[src/include/ccrlc_pkg.sv]
package ccrlc_pkg;

	// ----------------------------------------
	// Register map
	// ----------------------------------------
	localparam int AXIL_AW = 8;
	localparam logic [7:0] CTRL_OFFSET = 8'h00;
	localparam logic [7:0] STATUS_OFFSET = 8'h04;
	localparam logic [7:0] HOTPLUG_OFFSET = 8'h08;
	localparam logic [7:0] KEEPALIVE_OFFSET = 8'h0c;

	// CTRL field positions
	localparam int CTRL_ROLE_MASTER_BIT = 0;
	localparam int CTRL_COMMON_CLOCK_BIT = 1;
	localparam int CTRL_PHY_SERIAL_BIT = 2;
	localparam int CTRL_LINK_ENABLE_BIT = 3;
	localparam int CTRL_WIDTH = 4;
	// Slave role, independent clock, parallel PHY, link enabled
	localparam logic [3:0] CTRL_RESET = 4'h8;

	// STATUS field positions
	localparam int STAT_PINS_LSB = 0;
	localparam int STAT_LINK_BIT = 5;
	localparam int STAT_ERROR_BIT = 6;
	localparam int STAT_STATE_LSB = 8;

	// AXI responses
	localparam logic [1:0] RESP_OKAY = 2'h0;
	localparam logic [1:0] RESP_SLVERR = 2'h2;

	// ----------------------------------------
	// Timing counts in init clock edges, counter widths, synchroniser depth in aclk stages
	// ----------------------------------------
	localparam int KEEPALIVE_CYCLES = 10000;
	localparam int KEEPALIVE_W = 14;
	localparam int HOTPLUG_W = 26;
	localparam logic [25:0] HOTPLUG_LAST = 26'h3ffffff;
	localparam int SYNC_STAGES = 2;

	// ----------------------------------------
	// Types
	// ----------------------------------------
	typedef struct packed {
		logic link_enable;
		logic phy_serial;
		logic common_clock;
		logic role_master;
	} ccrlc_cfg_t;

	typedef struct packed {
		logic peer_ready;
		logic chan_ready;
		logic clk_unlocked;
		logic init_in;
		logic init_clk;
	} ccrlc_pins_t;

	typedef enum logic [1:0] {
		ST_IDLE,
		ST_WAIT_PHY,
		ST_WAIT_PEER,
		ST_LINKED
	} ccrlc_state_t;

endpackage : ccrlc_pkg

[src/logic/ccrlc_top.sv]
// Implementation choices: the register addresses and the AXI4-Lite slave port.
`timescale 1ns/1ps
module ccrlc_top
	import ccrlc_pkg::*;
#(
	parameter int KEEPALIVE_COUNT = KEEPALIVE_CYCLES,
	parameter logic [25:0] HOTPLUG_TERMINAL = HOTPLUG_LAST
)
(
	// Clock and reset
	input wire logic aclk,
	input wire logic aresetn,
	// AXI4-Lite write address and data
	input wire logic [AXIL_AW-1:0] s_axil_awaddr,
	input wire logic s_axil_awvalid,
	output logic s_axil_awready,
	input wire logic [31:0] s_axil_wdata,
	input wire logic [3:0] s_axil_wstrb,
	input wire logic s_axil_wvalid,
	output logic s_axil_wready,
	// AXI4-Lite write response
	output logic [1:0] s_axil_bresp,
	output logic s_axil_bvalid,
	input wire logic s_axil_bready,
	// AXI4-Lite read
	input wire logic [AXIL_AW-1:0] s_axil_araddr,
	input wire logic s_axil_arvalid,
	output logic s_axil_arready,
	output logic [31:0] s_axil_rdata,
	output logic [1:0] s_axil_rresp,
	output logic s_axil_rvalid,
	input wire logic s_axil_rready,
	// Transceiver and peer pins, asynchronous
	input wire logic init_clk_in,
	input wire logic transceiver_init_in,
	input wire logic clock_unlocked_in,
	input wire logic channel_ready_in,
	input wire logic peer_ready_in,
	// Transceiver control outputs
	output logic transceiver_init_out,
	output logic interconnect_only_reset,
	output logic keepalive_pulse_out,
	// Link and reset outputs
	output logic link_status_output,
	output logic link_error_irq,
	output logic lite_reset_n,
	output logic sys_reset_n_out,
	output logic txn_enable,
	output logic user_clock_route_sel
);

	ccrlc_pins_t pins_raw;
	ccrlc_pins_t pins;
	ccrlc_cfg_t cfg_reg;
	ccrlc_state_t state_reg;
	ccrlc_state_t state_next;
	logic init_clk_prev_reg;
	logic init_edge;
	logic phy_ok;
	logic peer_lost;
	logic do_write;
	logic [KEEPALIVE_W-1:0] ka_cnt_reg;
	logic [HOTPLUG_W-1:0] hp_cnt_reg;
	logic hp_hold_reg;
	logic linked_next;
	logic [AXIL_AW-1:0] awaddr_reg;
	logic [31:0] wdata_reg;
	logic wstrb0_reg;

	// ----------------------------------------
	// Pin synchronisation
	// ----------------------------------------
	assign pins_raw = '{peer_ready: peer_ready_in, chan_ready: channel_ready_in,
		clk_unlocked: clock_unlocked_in, init_in: transceiver_init_in,
		init_clk: init_clk_in};

	ccrlc_sync #(
		.WIDTH($bits(ccrlc_pins_t))
	) u_pin_sync (
		.aclk(aclk),
		.aresetn(aresetn),
		.async_in(pins_raw),
		.sync_out(pins)
	);

	// Rising edge of the free-running init clock
	always_ff @(posedge aclk)
	begin
		if (!aresetn)
			init_clk_prev_reg <= 1'b0;
		else
			init_clk_prev_reg <= pins.init_clk;
	end
	assign init_edge = pins.init_clk && !init_clk_prev_reg;

	// ----------------------------------------
	// Link detect state machine
	// ----------------------------------------
	// Serial PHY needs lock and channel ready before link-up
	assign phy_ok = !cfg_reg.phy_serial || (!pins.clk_unlocked && pins.chan_ready);
	// Far end dropped out of reset or readiness while linked
	assign peer_lost = (state_reg == ST_LINKED) && !pins.peer_ready;

	always_comb
	begin
		state_next = state_reg;
		case (state_reg)
			ST_IDLE:
				if (cfg_reg.link_enable && !link_error_irq)
					state_next = ST_WAIT_PHY;
			ST_WAIT_PHY:
				if (phy_ok)
					state_next = ST_WAIT_PEER;
			ST_WAIT_PEER:
				if (!phy_ok)
					state_next = ST_WAIT_PHY;
				else if (pins.peer_ready)
					state_next = ST_LINKED;
			ST_LINKED:
				if (!cfg_reg.link_enable || !phy_ok || !pins.peer_ready)
					state_next = ST_IDLE;
			default:
				state_next = ST_IDLE;
		endcase
		// Init input resets the interconnect, so the link falls
		if (pins.init_in)
			state_next = ST_IDLE;
	end
	assign linked_next = (state_next == ST_LINKED);

	// Local reset returns to idle and relinks after release
	always_ff @(posedge aclk)
	begin
		if (!aresetn)
			state_reg <= ST_IDLE;
		else
			state_reg <= state_next;
	end

	// ----------------------------------------
	// Link status, error and reset outputs
	// ----------------------------------------
	// Status follows the linked state only
	always_ff @(posedge aclk)
	begin
		if (!aresetn)
			link_status_output <= 1'b0;
		else
			link_status_output <= linked_next;
	end

	// Sticky error on master when the slave end resets; clears by reset only
	always_ff @(posedge aclk)
	begin
		if (!aresetn)
			link_error_irq <= 1'b0;
		else if (cfg_reg.role_master && peer_lost)
			link_error_irq <= 1'b1;
	end

	// Lite port (own clock outside) held in reset until link up
	always_ff @(posedge aclk)
	begin
		if (!aresetn)
			lite_reset_n <= 1'b0;
		else
			lite_reset_n <= linked_next;
	end

	// Common clock slave hands link status out as system reset
	always_ff @(posedge aclk)
	begin
		if (!aresetn)
			sys_reset_n_out <= 1'b0;
		else if (cfg_reg.common_clock && !cfg_reg.role_master)
			sys_reset_n_out <= linked_next;
		else
			sys_reset_n_out <= 1'b1;
	end

	// Master may issue only when both ends are up
	always_ff @(posedge aclk)
	begin
		if (!aresetn)
			txn_enable <= 1'b0;
		else
			txn_enable <= cfg_reg.role_master && linked_next && pins.peer_ready;
	end

	// User clock routed out only for a common clock slave
	always_ff @(posedge aclk)
	begin
		if (!aresetn)
			user_clock_route_sel <= 1'b0;
		else
			user_clock_route_sel <= cfg_reg.common_clock && !cfg_reg.role_master;
	end

	// ----------------------------------------
	// Keepalive and hot-plug counters
	// ----------------------------------------
	// Keepalive counter cleared while down, one pulse per period
	always_ff @(posedge aclk)
	begin
		if (!aresetn || !linked_next)
		begin
			ka_cnt_reg <= '0;
			keepalive_pulse_out <= 1'b0;
		end
		else if (init_edge && ka_cnt_reg == KEEPALIVE_W'(KEEPALIVE_COUNT - 1))
		begin
			ka_cnt_reg <= '0;
			keepalive_pulse_out <= 1'b1;
		end
		else
		begin
			if (init_edge)
				ka_cnt_reg <= ka_cnt_reg + 1'b1;
			keepalive_pulse_out <= 1'b0;
		end
	end

	// Hot-plug counter runs while the link is down
	always_ff @(posedge aclk)
	begin
		if (!aresetn || linked_next)
			hp_cnt_reg <= '0;
		else if (init_edge)
			hp_cnt_reg <= (hp_cnt_reg == HOTPLUG_TERMINAL) ? '0 : hp_cnt_reg + 1'b1;
	end

	// Overflow holds init out for one init clock period
	always_ff @(posedge aclk)
	begin
		if (!aresetn)
			hp_hold_reg <= 1'b0;
		else if (init_edge)
			hp_hold_reg <= !linked_next && (hp_cnt_reg == HOTPLUG_TERMINAL);
	end

	// Init output from init input plus overflow
	always_ff @(posedge aclk)
	begin
		if (!aresetn)
			transceiver_init_out <= 1'b0;
		else
			transceiver_init_out <= pins.init_in || hp_hold_reg;
	end

	// Interconnect reset on local reset or init input
	always_ff @(posedge aclk)
	begin
		if (!aresetn)
			interconnect_only_reset <= 1'b1;
		else
			interconnect_only_reset <= pins.init_in;
	end

	// ----------------------------------------
	// AXI4-Lite slave
	// ----------------------------------------
	assign do_write = !s_axil_awready && !s_axil_wready && !s_axil_bvalid;

	// Write channels: address and data taken in either order
	always_ff @(posedge aclk)
	begin
		if (!aresetn)
		begin
			s_axil_awready <= 1'b1;
			s_axil_wready <= 1'b1;
			s_axil_bvalid <= 1'b0;
			s_axil_bresp <= RESP_OKAY;
		end
		else
		begin
			if (s_axil_awvalid && s_axil_awready)
				s_axil_awready <= 1'b0;
			if (s_axil_wvalid && s_axil_wready)
				s_axil_wready <= 1'b0;
			if (do_write)
			begin
				s_axil_bvalid <= 1'b1;
				s_axil_bresp <= (awaddr_reg == CTRL_OFFSET) ? RESP_OKAY : RESP_SLVERR;
			end
			else if (s_axil_bvalid && s_axil_bready)
			begin
				s_axil_bvalid <= 1'b0;
				s_axil_awready <= 1'b1;
				s_axil_wready <= 1'b1;
			end
		end
	end

	// Capture write payloads
	always_ff @(posedge aclk)
	begin
		if (!aresetn)
		begin
			awaddr_reg <= '0;
			wdata_reg <= '0;
			wstrb0_reg <= 1'b0;
		end
		else
		begin
			if (s_axil_awvalid && s_axil_awready)
				awaddr_reg <= {s_axil_awaddr[AXIL_AW-1:2], 2'h0};
			if (s_axil_wvalid && s_axil_wready)
			begin
				wdata_reg <= s_axil_wdata;
				wstrb0_reg <= s_axil_wstrb[0];
			end
		end
	end

	// Control register; master role forces independent clock
	always_ff @(posedge aclk)
	begin
		if (!aresetn)
			cfg_reg <= ccrlc_cfg_t'(CTRL_RESET);
		else if (do_write && awaddr_reg == CTRL_OFFSET && wstrb0_reg)
		begin
			cfg_reg <= ccrlc_cfg_t'(wdata_reg[CTRL_WIDTH-1:0]);
			if (wdata_reg[CTRL_ROLE_MASTER_BIT])
				cfg_reg.common_clock <= 1'b0;
		end
	end

	// Read channel: decode at address handshake
	always_ff @(posedge aclk)
	begin
		if (!aresetn)
		begin
			s_axil_arready <= 1'b1;
			s_axil_rvalid <= 1'b0;
			s_axil_rdata <= '0;
			s_axil_rresp <= RESP_OKAY;
		end
		else if (s_axil_arvalid && s_axil_arready)
		begin
			s_axil_arready <= 1'b0;
			s_axil_rvalid <= 1'b1;
			s_axil_rresp <= RESP_OKAY;
			if (s_axil_araddr[AXIL_AW-1:2] == CTRL_OFFSET[AXIL_AW-1:2])
				s_axil_rdata <= {28'h0, cfg_reg};
			else if (s_axil_araddr[AXIL_AW-1:2] == STATUS_OFFSET[AXIL_AW-1:2])
				s_axil_rdata <= {22'h0, state_reg, 1'b0, link_error_irq,
					link_status_output, pins};
			else if (s_axil_araddr[AXIL_AW-1:2] == HOTPLUG_OFFSET[AXIL_AW-1:2])
				s_axil_rdata <= {6'h0, hp_cnt_reg};
			else if (s_axil_araddr[AXIL_AW-1:2] == KEEPALIVE_OFFSET[AXIL_AW-1:2])
				s_axil_rdata <= {18'h0, ka_cnt_reg};
			else
			begin
				s_axil_rdata <= '0;
				s_axil_rresp <= RESP_SLVERR;
			end
		end
		else if (s_axil_rvalid && s_axil_rready)
		begin
			s_axil_rvalid <= 1'b0;
			s_axil_arready <= 1'b1;
		end
	end

	// ----------------------------------------
	// Assertions
	// ----------------------------------------
	link_state_a: assert property (@(posedge aclk) disable iff (!aresetn)
		link_status_output |-> state_reg == ST_LINKED)
		else $error("link status high outside linked state");

	phy_gate_a: assert property (@(posedge aclk) disable iff (!aresetn)
		(state_reg == ST_WAIT_PHY && cfg_reg.phy_serial
		&& (pins.clk_unlocked || !pins.chan_ready)) |=> state_reg != ST_WAIT_PEER)
		else $error("link-up advanced without transceiver ready");

	keepalive_gap_a: assert property (@(posedge aclk) disable iff (!aresetn)
		keepalive_pulse_out |-> $past(ka_cnt_reg) == KEEPALIVE_W'(KEEPALIVE_COUNT - 1)
		##1 !keepalive_pulse_out)
		else $error("keepalive pulse at wrong count or too long");

	keepalive_down_a: assert property (@(posedge aclk) disable iff (!aresetn)
		!link_status_output |-> ka_cnt_reg == '0 && !keepalive_pulse_out)
		else $error("keepalive counter running while link down");

	link_error_a: assert property (@(posedge aclk) disable iff (!aresetn)
		(cfg_reg.role_master && peer_lost) |=> link_error_irq && !link_status_output
		##1 link_error_irq)
		else $error("slave loss not reported on master");

	iconn_reset_a: assert property (@(posedge aclk) disable iff (!aresetn)
		pins.init_in |=> interconnect_only_reset && transceiver_init_out)
		else $error("init input did not assert interconnect reset");

	axi_reset_a: assert property (@(posedge aclk)
		!aresetn |=> interconnect_only_reset && !link_status_output)
		else $error("local reset did not assert interconnect reset");

	hotplug_ovf_a: assert property (@(posedge aclk) disable iff (!aresetn)
		(init_edge && hp_cnt_reg == HOTPLUG_TERMINAL && !linked_next && !pins.init_in)
		|=> ##1 transceiver_init_out)
		else $error("hot-plug overflow did not assert init output");

	lite_hold_a: assert property (@(posedge aclk) disable iff (!aresetn)
		lite_reset_n == link_status_output)
		else $error("lite port released apart from link status");

	txn_gate_a: assert property (@(posedge aclk) disable iff (!aresetn)
		txn_enable |-> link_status_output && $past(pins.peer_ready))
		else $error("transactions enabled with an end not ready");

	master_clock_a: assert property (@(posedge aclk) disable iff (!aresetn)
		cfg_reg.role_master |-> !cfg_reg.common_clock ##1 !user_clock_route_sel)
		else $error("master side in common clock mode");

endmodule : ccrlc_top

[src/logic/ccrlc_sync.sv]
`timescale 1ns/1ps
module ccrlc_sync
	import ccrlc_pkg::*;
#(
	parameter int WIDTH = 1
)
(
	// Clock and reset
	input wire logic aclk,
	input wire logic aresetn,
	// Asynchronous levels in, synchronised levels out
	input wire logic [WIDTH-1:0] async_in,
	output logic [WIDTH-1:0] sync_out
);

	logic [WIDTH-1:0] meta_reg;

	// ----------------------------------------
	// Two flip-flop level synchroniser
	// ----------------------------------------
	always_ff @(posedge aclk)
	begin
		if (!aresetn)
		begin
			meta_reg <= '0;
			sync_out <= '0;
		end
		else
		begin
			meta_reg <= async_in;
			sync_out <= meta_reg;
		end
	end

endmodule : ccrlc_sync

[config.mk]
export PLATFORM = sky130hd
export DESIGN_NAME = ccrlc_top
export DESIGN_NICKNAME = d
export VERILOG_FILES = /design/src/include/ccrlc_pkg.sv /design/src/logic/ccrlc_top.sv /design/src/logic/ccrlc_sync.sv
export SDC_FILE = /design/constraint.sdc
export NUM_CORES = 1
export LEC_CHECK = 0
export BUFFER_PORTS_ARGS = -buffer_cell sky130_fd_sc_hd__buf_2
export CORE_AREA = 2 2 99 101
export CTS_CLUSTER_SIZE = 25
export DETAILED_ROUTE_END_ITERATION = 10
export DIE_AREA = 0 0 101 103
export PLACE_DENSITY = 0.86
export SKIP_LAST_GASP = 1
export SLEW_MARGIN = 15
export SYNTH_ARGS = -nofsm -noshare
export SYNTH_HDL_FRONTEND = slang
export SYNTH_SLANG_ARGS = --single-unit
[constraint.sdc]
create_clock -name aclk -period 2.5 [get_ports aclk]
set_input_delay 0.375 -clock aclk [delete_from_list [all_inputs] [get_ports aclk]]
set_output_delay 0.375 -clock aclk [all_outputs]
set_load 0.05 [all_outputs]
# --- Word-level counts from Yosys, hierarchy flattened ---
# Cells that the tools add are included.
word_totals:
  regBits: 118
  input_bits: 64
  out_inout_bits: 50
  word_cells: 117
classes:
  addsub: 2
  n_eq_ne: 9
  n_mux: 32
  reduce_logical: 44
ops:
  columns: ["operator", "count"]
  rows:
  - ["$mux 26", 4]
  - ["$add 26x1->26 const B", 1]
  - ["$eq 26x26->1 const B", 1]
  - ["$mux 2", 11]
  - ["$logic_and 1x1->1", 19]
  - ["$mux 1", 15]
  - ["$add 14x1->14 const B", 1]
  - ["$eq 14x14->1 const B", 1]
  - ["$mux 14", 1]
  - ["$logic_not 1->1", 13]
  - ["$eq 6x2->1 const B", 2]
  - ["$logic_not 8->1", 1]
  - ["$pmux 2 s4", 1]
  - ["$eq 2x2->1 const B", 3]
  - ["$eq 6x1->1 const B", 1]
  - ["$logic_not 6->1", 1]
  - ["$logic_or 1x1->1", 6]
  - ["$reduce_bool 2->1", 2]
  - ["$eq 2x1->1 const B", 1]
  - ["$logic_not 2->1", 1]
  - ["$reduce_or 2->1", 1]

# --- Longest topological paths before layout ---
# Gate-level depths: netlist (run 1).
depth:
  ltp_word: 13
  depth_mapped: 7
  mapped_depth_nobuf: 5

# --- Modules after synthesis ---
# From an unflattened synthesis (run 1), not the netlist that was laid out.
hier_totals:
  hier_cells: 528
  area_unflattened_um2: 4873.4
modules_own_cells:
  columns: ["module", "instances", "cells_per_inst", "area_each_um2"]
  rows:
  - ["ccrlc_top", 1, 508, 4610.7]
  - ["ccrlc_sync", 1, 20, 262.8]

# --- Worst setup path before layout (run 1) ---
# OpenSTA, ideal clock, no wires.
synth_path:
  kind: "reg2reg"
  from: "register s_axil_wready"
  to: "register cfg_reg[1] (netlist name)"
  t_arrival_ns: 1.729
  required_time_ns: 2.430
  setup_slack_ns: 0.701
  path_stages_with_launch: 6
  n_path_buf: 1
  path_cell_list: "dfxtp_1 clkbuf_1 nor3_2 nand4_1 or3b_1 a21boi_1"
synth_between:
  elab_chain_len: 5
synth_rtl:
  columns: ["item", "line_no", "rtl"]
  rows:
  - ["start: declaration", "ccrlc_top.sv:20", "output logic s_axil_wready,"]
  - ["start signal: assignment", "ccrlc_top.sv:270", "s_axil_wready <= 1'b1;"]
  - ["start signal: assignment", "ccrlc_top.sv:279", "s_axil_wready <= 1'b0;"]
  - ["start signal: assignment", "ccrlc_top.sv:289", "s_axil_wready <= 1'b1;"]
  - ["$logic_not 1->1", "ccrlc_top.sv:262", "assign do_write = !s_axil_awready && !s_axil_wready && !s_axil_bvalid;"]
  - ["$logic_and 1x1->1 (2 in a row)", "ccrlc_top.sv:262", null]
  - ["$logic_and 1x1->1 (2 in a row)", "ccrlc_top.sv:320", "else if (do_write && awaddr_reg == CTRL_OFFSET && wstrb0_reg)"]
  - ["end signal: assignment", "ccrlc_top.sv:319", "cfg_reg <= ccrlc_cfg_t'(CTRL_RESET);"]
  - ["end signal: assignment", "ccrlc_top.sv:322", "cfg_reg <= ccrlc_cfg_t'(wdata_reg[CTRL_WIDTH-1:0]);"]
  - ["end: declaration", "ccrlc_top.sv:54", "ccrlc_cfg_t cfg_reg;"]
# Every way passes these cells.
# A chain may end at the register's enable or synchronous reset.

# --- Worst setup path in the final report (run 1) ---
layout_path:
  from: "register u_pin_sync.sync_out[4]"
  to: "register ka_cnt_reg[13]"
layout_between:
  elab_chain_len: 9
layout_rtl:
  columns: ["item", "line_no", "rtl"]
  rows:
  - ["start: declaration", "ccrlc_sync.sv:13", "output logic [WIDTH-1:0] sync_out"]
  - ["start signal: assignment", "ccrlc_sync.sv:31", "sync_out <= meta_reg;"]
  - ["$logic_not 1->1", "ccrlc_top.sv:120", "if (!cfg_reg.link_enable || !phy_ok || !pins.peer_ready)"]
  - ["$logic_or 1x1->1", "ccrlc_top.sv:120", null]
  - ["$mux 2", "ccrlc_top.sv:120", null]
  - ["$pmux 2 s4 (*)", "ccrlc_top.sv:107", "case (state_reg)"]
  - ["$mux 2 (*)", "ccrlc_top.sv:126", "if (pins.init_in)"]
  - ["$eq 2x2->1 (*)", "ccrlc_top.sv:129", "assign linked_next = (state_next == ST_LINKED);"]
  - ["$logic_not 1->1 (*)", "ccrlc_top.sv:205", "if (!aresetn || !linked_next)"]
  - ["$logic_or 1x1->1 (*)", "ccrlc_top.sv:205", null]
  - ["$reduce_or 2->1 (no source line) (*)", null, null]
  - ["end signal: assignment", "ccrlc_top.sv:218", "ka_cnt_reg <= ka_cnt_reg + 1'b1;"]
  - ["end: declaration", "ccrlc_top.sv:62", "logic [KEEPALIVE_W-1:0] ka_cnt_reg;"]
# Every way passes the cells marked *; elsewhere a longest branch is shown, timed or not.

==> out/metrics.csv, run 1 <==
metric,value,unit
Max Cap Viol,0,
slew margin rel.,0.4727,
post-route setup slack,0.3241,ns
CTS tree,done,
CP max FO,18,
Max H-tree Level,3,
total negative slack,0,ns
GPL Wtd Cong,0.9119,
"Hold Vio Cnt, Final",0,
max-slew violations,0,
status,"finished, final reports clean",
Hold Buf Count CTS,0,
Die Span X,101,um
pwr dens,612.8,nW/um2
DR vias,4170,
Post-CTS Setup Bufs,0,
gr usage total,0.2162,
Synth cell types,57,
Max Freq,459.6,MHz
"Reg clk slew, reported paths",0.10,ns
metal2 WL,5.689,mm
"flops & latches, synth",110,
# diodes,0,
Core Area,9459,um2
initial antenna violation count,0,
die area,10400,um2
Setup Viol. Count Final,0,
CP startpoint kind,flip-flop,
residual DRC count,0,
"Power, Total",3.405,mW
share of layout cells above drive strength 1,0.1973,
clock sink total,110,
"Non-Filler Cell Area, Final",5557,um2
WL per Instance,15.90,um
first-pass GRT wire length,17.84,mm
ys flop type,dfxtp_1,
worst slew pin tran,0.7910,ns
Final min period,2.176,ns
drt first pass iters,4,
post-route ant nets,0,
Die Y,103,um
Hold WC Path Type,in -> reg,
CTS buffer count,9,
maximum buffer depth of the clock tree,2,
number of global-route vias before repair,3877,
Worst setup EP type,flip-flop,
worst hold slack,0.1830,ns
"EDFF count, synth",0,
Required @ worst endpoint,2.80,ns
placed cell area,5301,um2
DR WL met3,753,um
RSZ-0062 raised after global routing,false,
CTS Root Cell,clkbuf_8,
synthesized area,4951,um2
"most common cell after layout, fill and taps aside",dfxtp_1,
drt first-iter violations,218,
critical path arrival,2.48,ns
WL met1,4.644,mm
Syn-to-layout area delta,12.23,%
kind of critical path,reg -> reg,
"Seq/Total Area, Yosys",0.4448,
post_cts resized,0,
Initial Utilization,0.5234,
Final HPWL DP,8.013,mm
Clock Latency Late Sink,0.39,ns
pin count of the biggest net entering global routing,70,
most frequent cells in the layout,"dfxtp_1 (110), buf_2 (70), nand2_1 (46), nand3_1 (32), and2_1 (20)",
Tcrit/Tclk final,0.8704,
Synth Warn #,0,
detailed-route wire length,11.32,mm
Via-to-Cell Ratio,5.857,
worst vdd rail ir drop,0.4582,mV
clock skew,0.01246,ns
"FFs w/ async S/R, synth",0,
P_leak,2.043,nW
GRT overflow,0,
uppermost routed layer,met4,
PortBufs,70,
IO Pins,114,
Final nets,659,
Setup WS pre-CTS,0.4235,ns
Syn Area/Cell,9.169,um2
Syn Inst Count,540,
cell row count,36,
## routing by layer
| layer | vias up | global-route usage |
|---|---|---|
| met3 | 21 | 0.04610 |
| met2 | 129 | 0.3651 |
| li1 | 2030 | - |
| met1 | 1990 | 0.2653 |
| met4 | 0 | 0.1008 |
| met5 | - | 0 |
## metrics by stage
stage / util / std cells
global placement: 0.5605 / 696
detailed placement: 0.5605 / 696
finish: 0.5874 / 712
CTS: 0.5874 / 712
global route: 0.5874 / 712
floorplan: - / 547
## final timing paths
kind	startpoint	to	slack (ns)	cells past startpoint
setup reg to reg	u_pin_sync.sync_out[4]	ka_cnt_reg[13]	0.32	4
hold / removal	clock_unlocked_in	u_pin_sync.meta_reg[2]	0.18	2
hold reg to reg	u_pin_sync.meta_reg[1]	u_pin_sync.sync_out[1]	0.45	1
setup / recovery	u_pin_sync.sync_out[4]	ka_cnt_reg[13]	0.32	4
## layout make-up
type	count	area [um2]
flip-flops and latches	110	2202
well taps	114	142.6
fillers	802	3902
clock buffers	10	137.6
inverters	17	63.81
multi-input cells	376	2475
clock inverters	6	117.6
repair buffers	79	417.9
## Yosys cell counts (5+ instances only)
library cell / instances / area, um2
a211oi_1: 9 / 67.56
a21boi_0: 14 / 105.1
a21oi_1: 7 / 35.03
a221oi_1: 5 / 43.79
a22oi_1: 17 / 127.6
and2_1: 20 / 125.1
buf_2: 9 / 45.04
buf_4: 10 / 75.07
clkbuf_1: 22 / 82.58
dfxtp_1: 110 / 2202
inv_1: 16 / 60.06
mux2_2: 5 / 56.30
mux2i_1: 15 / 150.1
nand2_1: 46 / 172.7
nand3_1: 32 / 160.2
nand4_1: 10 / 62.56
nor2_1: 16 / 60.06
nor2b_1: 18 / 112.6
nor3_1: 16 / 80.08
nor3_2: 7 / 70.07
nor4_1: 9 / 56.30
o21ai_0: 13 / 65.06
o21ai_1: 12 / 60.06
o31ai_1: 10 / 75.07
or3_1: 8 / 50.05
or4_1: 9 / 67.56
xnor2_1: 12 / 105.1
xor2_1: 9 / 78.83
## worst max-delay path, stage by stage, from the launching register on
cell and delay, ns:
dfxtp_1 0.48, nand2_1 0.12, a221o_1 0.47, or3_1 0.69, a211oi_1 0.32
## cell families (layout without fill, tap and decap cells)
group / Yosys count / count (layout) / share of synthesized area
other: 1 / 8 / 0.0007574
adder cells (fa/ha/maj): 2 / 2 / 0.005054
XOR/XNOR: 21 / 21 / 0.03715
buffers and inverters: 61 / 112 / 0.06065
flip-flops: 110 / 110 / 0.4448
AND/OR/NAND/NOR: 220 / 220 / 0.2631
multiplexers: 20 / 20 / 0.04170
AO/OA/AOI/OAI: 105 / 105 / 0.1468
## report_power, final
group	internal, mW	switching (mW)	leakage [nW]
clock network	0.701	0.610	0.125
registers	1.79	0.0322	0.894
logic	0.0802	0.192	1.02
total	2.57	0.834	2.04
(Power assumes the default switching activity.)
==> run 2: changes to the inputs <==
--- a/config.mk
+++ b/config.mk
@@ -6,13 +6,14 @@
 export NUM_CORES = 1
 export LEC_CHECK = 0
 export BUFFER_PORTS_ARGS = -buffer_cell sky130_fd_sc_hd__buf_2
-export CORE_AREA = 2 2 99 101
+export CORE_AREA = 2 2 98 100
 export CTS_CLUSTER_SIZE = 25
 export DETAILED_ROUTE_END_ITERATION = 10
-export DIE_AREA = 0 0 101 103
+export DIE_AREA = 0 0 100 102
 export PLACE_DENSITY = 0.86
 export SKIP_LAST_GASP = 1
 export SLEW_MARGIN = 15
 export SYNTH_ARGS = -nofsm -noshare
 export SYNTH_HDL_FRONTEND = slang
+export SYNTH_HIERARCHICAL = 1
 export SYNTH_SLANG_ARGS = --single-unit
==> out/metrics.csv, run 2 <==
metric,value,unit,change
status,"finished, final reports clean",,
residual DRC count,0,,unchanged
worst hold slack,0.1947,ns,+0.01172 ns
Syn Area/Cell,9.230,um2,+0.67%
CTS buffer count,9,,unchanged
drt first-iter violations,257,,+18%
area share of the largest cell type after synthesis,0.4519,,+0.007080
initial antenna violation count,0,,unchanged
Syn Inst Count,528,,-2.2%
M1 GR Usage,0.2872,,+0.02188
pwr dens,572.0,nW/um2,-6.6%
main area contributors after synthesis,"dfxtp_1 (45%), nand3_1 (3.3%), nand2_1 (3.1%), nor2b_1 (3.1%), and2_1 (3.0%)",,
fill count,786,,-2.0%
commonest cells in the synthesized netlist,"dfxtp_1 (110), nand2_1 (40), nand3_1 (32), nor2_1 (26)",,
synthesized area,4873,um2,-1.6%
GPL Wtd Cong,0.9011,,-1.2%
Worst path max stage delay,0.48,ns,-0.21 ns
slew margin rel.,0.6620,,+0.1893
number of global-route vias before repair,3996,,+3.1%
CTS Root Cell,clkbuf_8,,
Required @ worst endpoint,2.81,ns,about the same
CP startpoint kind,flip-flop,,
cell row count,35,,-2.8%
reg-to-reg startpoint,hp_cnt_reg[3],,
Synth cell types,56,,-1.8%
Hold Buf Count CTS,0,,unchanged
Max Cap Viol,0,,unchanged
Syn-to-layout area delta,11.30,%,
Worst R2R Setup Slack,0.39,ns,+0.06 ns
total negative slack,0,ns,unchanged
Setup Viol. Count Final,0,,unchanged
IO Pins,114,,unchanged
kind of critical path,reg -> reg,,
"most common cell after layout, fill and taps aside",dfxtp_1,,
post-route setup slack,0.3871,ns,+0.06299 ns
maximum buffer depth of the clock tree,2,,unchanged
detailed-route wire length,11.46,mm,+1.2%
Top Usage Layer GRT,met2,,
Worst setup EP type,flip-flop,,
hold depth,2,,unchanged
placed cell area,5234,um2,-1.3%
"FFs w/ async S/R, synth",0,,unchanged
"Non-Filler Cell Area, Final",5424,um2,-2.4%
RSZ-0062 raised after global routing,false,,
Synth Warn #,6,,+6
GR met3 Demand/Resource,0.04788,,+0.001778
Die Y,102,um,-0.97%
P_leak,2.053,nW,+0.48%
pin count of the biggest net entering global routing,66,,-5.7%
ys flop type,dfxtp_1,,
met2 usage,0.4070,,+0.04184
Max H-tree Level,3,,unchanged
Setup WS pre-CTS,0.4533,ns,+0.02979 ns
die area,10200,um2,-2.0%
Hold WC Path Type,in -> reg,,
"EDFF count, synth",0,,unchanged
"Reg clk slew, reported paths",0.10,ns,about the same
Final min period,2.113,ns,-0.06299 ns
gr usage total,0.2333,,+0.01709
post_cts resized,0,,unchanged
CP cell instances,and4_1 -> nand4_1 -> or3_1 -> a211oi_1,,
first-pass GRT wire length,18.91,mm,+6.0%
Hold EP,u_pin_sync/meta_reg[0],,
Initial Utilization,0.5350,,+0.01161
post-layout util,0.5955,,+0.008033
top-count cell post-synth,dfxtp_1,,
Final nets,649,,-1.5%
worst vdd rail ir drop,0.3392,mV,-26%
Core Area,9109,um2,-3.7%
GRT overflow,0,,unchanged
"Hold Vio Cnt, Final",0,,unchanged
worst path bufs/invs,0,,unchanged
WL per Instance,16.40,um,+3.1%
clock sink total,110,,unchanged
R2R Path End,hp_cnt_reg[22],,
Post-CTS Setup Bufs,0,,unchanged
CP max FO,12,,-6
Tcrit/Tclk final,0.8452,,-0.02520
Reg2Reg Depth,4,,unchanged
PortBufs,70,,unchanged
max-slew violations,0,,unchanged
clock skew,0.008257,ns,-0.004206 ns
# diodes,0,,unchanged
Worst path slowest cell,or3_1,,
"flops & latches, synth",110,,unchanged
worst slew pin tran,0.5071,ns,-0.2839 ns
Clock Latency Late Sink,0.39,ns,about the same
critical path arrival,2.42,ns,-0.06 ns
"CP delay by family, top",simple AND/OR/NAND/NOR gates,,
most frequent cells in the layout,"dfxtp_1 (110), buf_2 (70), nand2_1 (40), nand3_1 (32), nor2_1 (26)",,
drt first pass iters,5,,+1
Hold Path Origin,init_clk_in,,
Max Freq,473.3,MHz,+3.0%
Via-to-Cell Ratio,5.963,,+1.8%
Final HPWL DP,8.042,mm,+0.36%
Die Span X,100,um,-0.99%
"Seq/Total Area, Yosys",0.4519,,+0.007080
post-route ant nets,0,,unchanged
share of layout cells above drive strength 1,0.1837,,-0.01365
CTS tree,done,,
DR vias,4168,,-0.048%
Yosys top cell by area,dfxtp_1,,
-- run 2: cell count changes after synthesis, sizes merged, moves of 4 or more --
cell | previous run | this run
o22ai | 4 | 0
a221oi | 5 | 0
mux2 | 5 | 0
or4 | 11 | 7
nor2b | 18 | 24
xnor2 | 12 | 8
nor2 | 16 | 26
mux4 | 0 | 4
nand2 | 46 | 41
nor3 | 23 | 7
a21oi | 7 | 17
inv | 17 | 6
nand4 | 10 | 19
-- run 2: how the worst max path moves through the flow --
stage / startpoint / endpoint / cells after the start / slack (ns)
floorplan: s_axil_wready / cfg_reg[1] / 5 / 0.61
finish: hp_cnt_reg[3] / hp_cnt_reg[22] / 4 / 0.39
global placement: hp_cnt_reg[3] / hp_cnt_reg[22] / 4 / 0.50
CTS: hp_cnt_reg[9] / hp_cnt_reg[22] / 4 / 0.41
global route: hp_cnt_reg[3] / hp_cnt_reg[14] / 4 / 0.19
detailed placement: hp_cnt_reg[9] / hp_cnt_reg[22] / 4 / 0.45
-- run 2: cell type report --
cell class,instances,area (um2),share of cell area
Clock inverter,5,38.79,0.007151
Tap cell,111,138.9,0.02561
Multi-Input combinational cell,377,2452,0.4521
Clock buffer,11,151.4,0.02791
Sequential cell,110,2202,0.4060
Timing Repair Buffer,79,417.9,0.07705
Inverter,6,22.52,0.004152
-- run 2: power by group --
group	internal, mW	switching (mW)	total, mW
clock network	0.427	0.625	1.05
logic	0.0742	0.160	0.234
registers	1.79	0.0311	1.82
total	2.29	0.816	3.10
-- run 2: cells by family (layout without fill, tap and decap cells) --
family	Yosys count	after routing	share of synthesized area
other cells	1	8	0.0007695
flops	110	110	0.4519
xor+xnor	19	19	0.03415
buf+inv	48	101	0.05160
simple gates	224	224	0.2601
fa+ha+maj	2	2	0.005134
compound gates	107	107	0.1505
mux	17	17	0.04596
-- run 2: per-stage QoR --
step / std cells / total power [mW]
2_1_floorplan: 535 / 2.032
3_3_place_gp: 683 / 2.080
3_5_place_dp: 683 / 2.090
4_1_cts: 699 / 3.119
5_1_grt: 699 / 3.215
6_report: 699 / 3.103
-- run 2: routing by layer --
metal / vias up / share of wire
li1: 2007 / -
met1: 1984 / 0.43
met2: 157 / 0.49
met3: 20 / 0.065
met4: 0 / 0.016
met5: - / 0
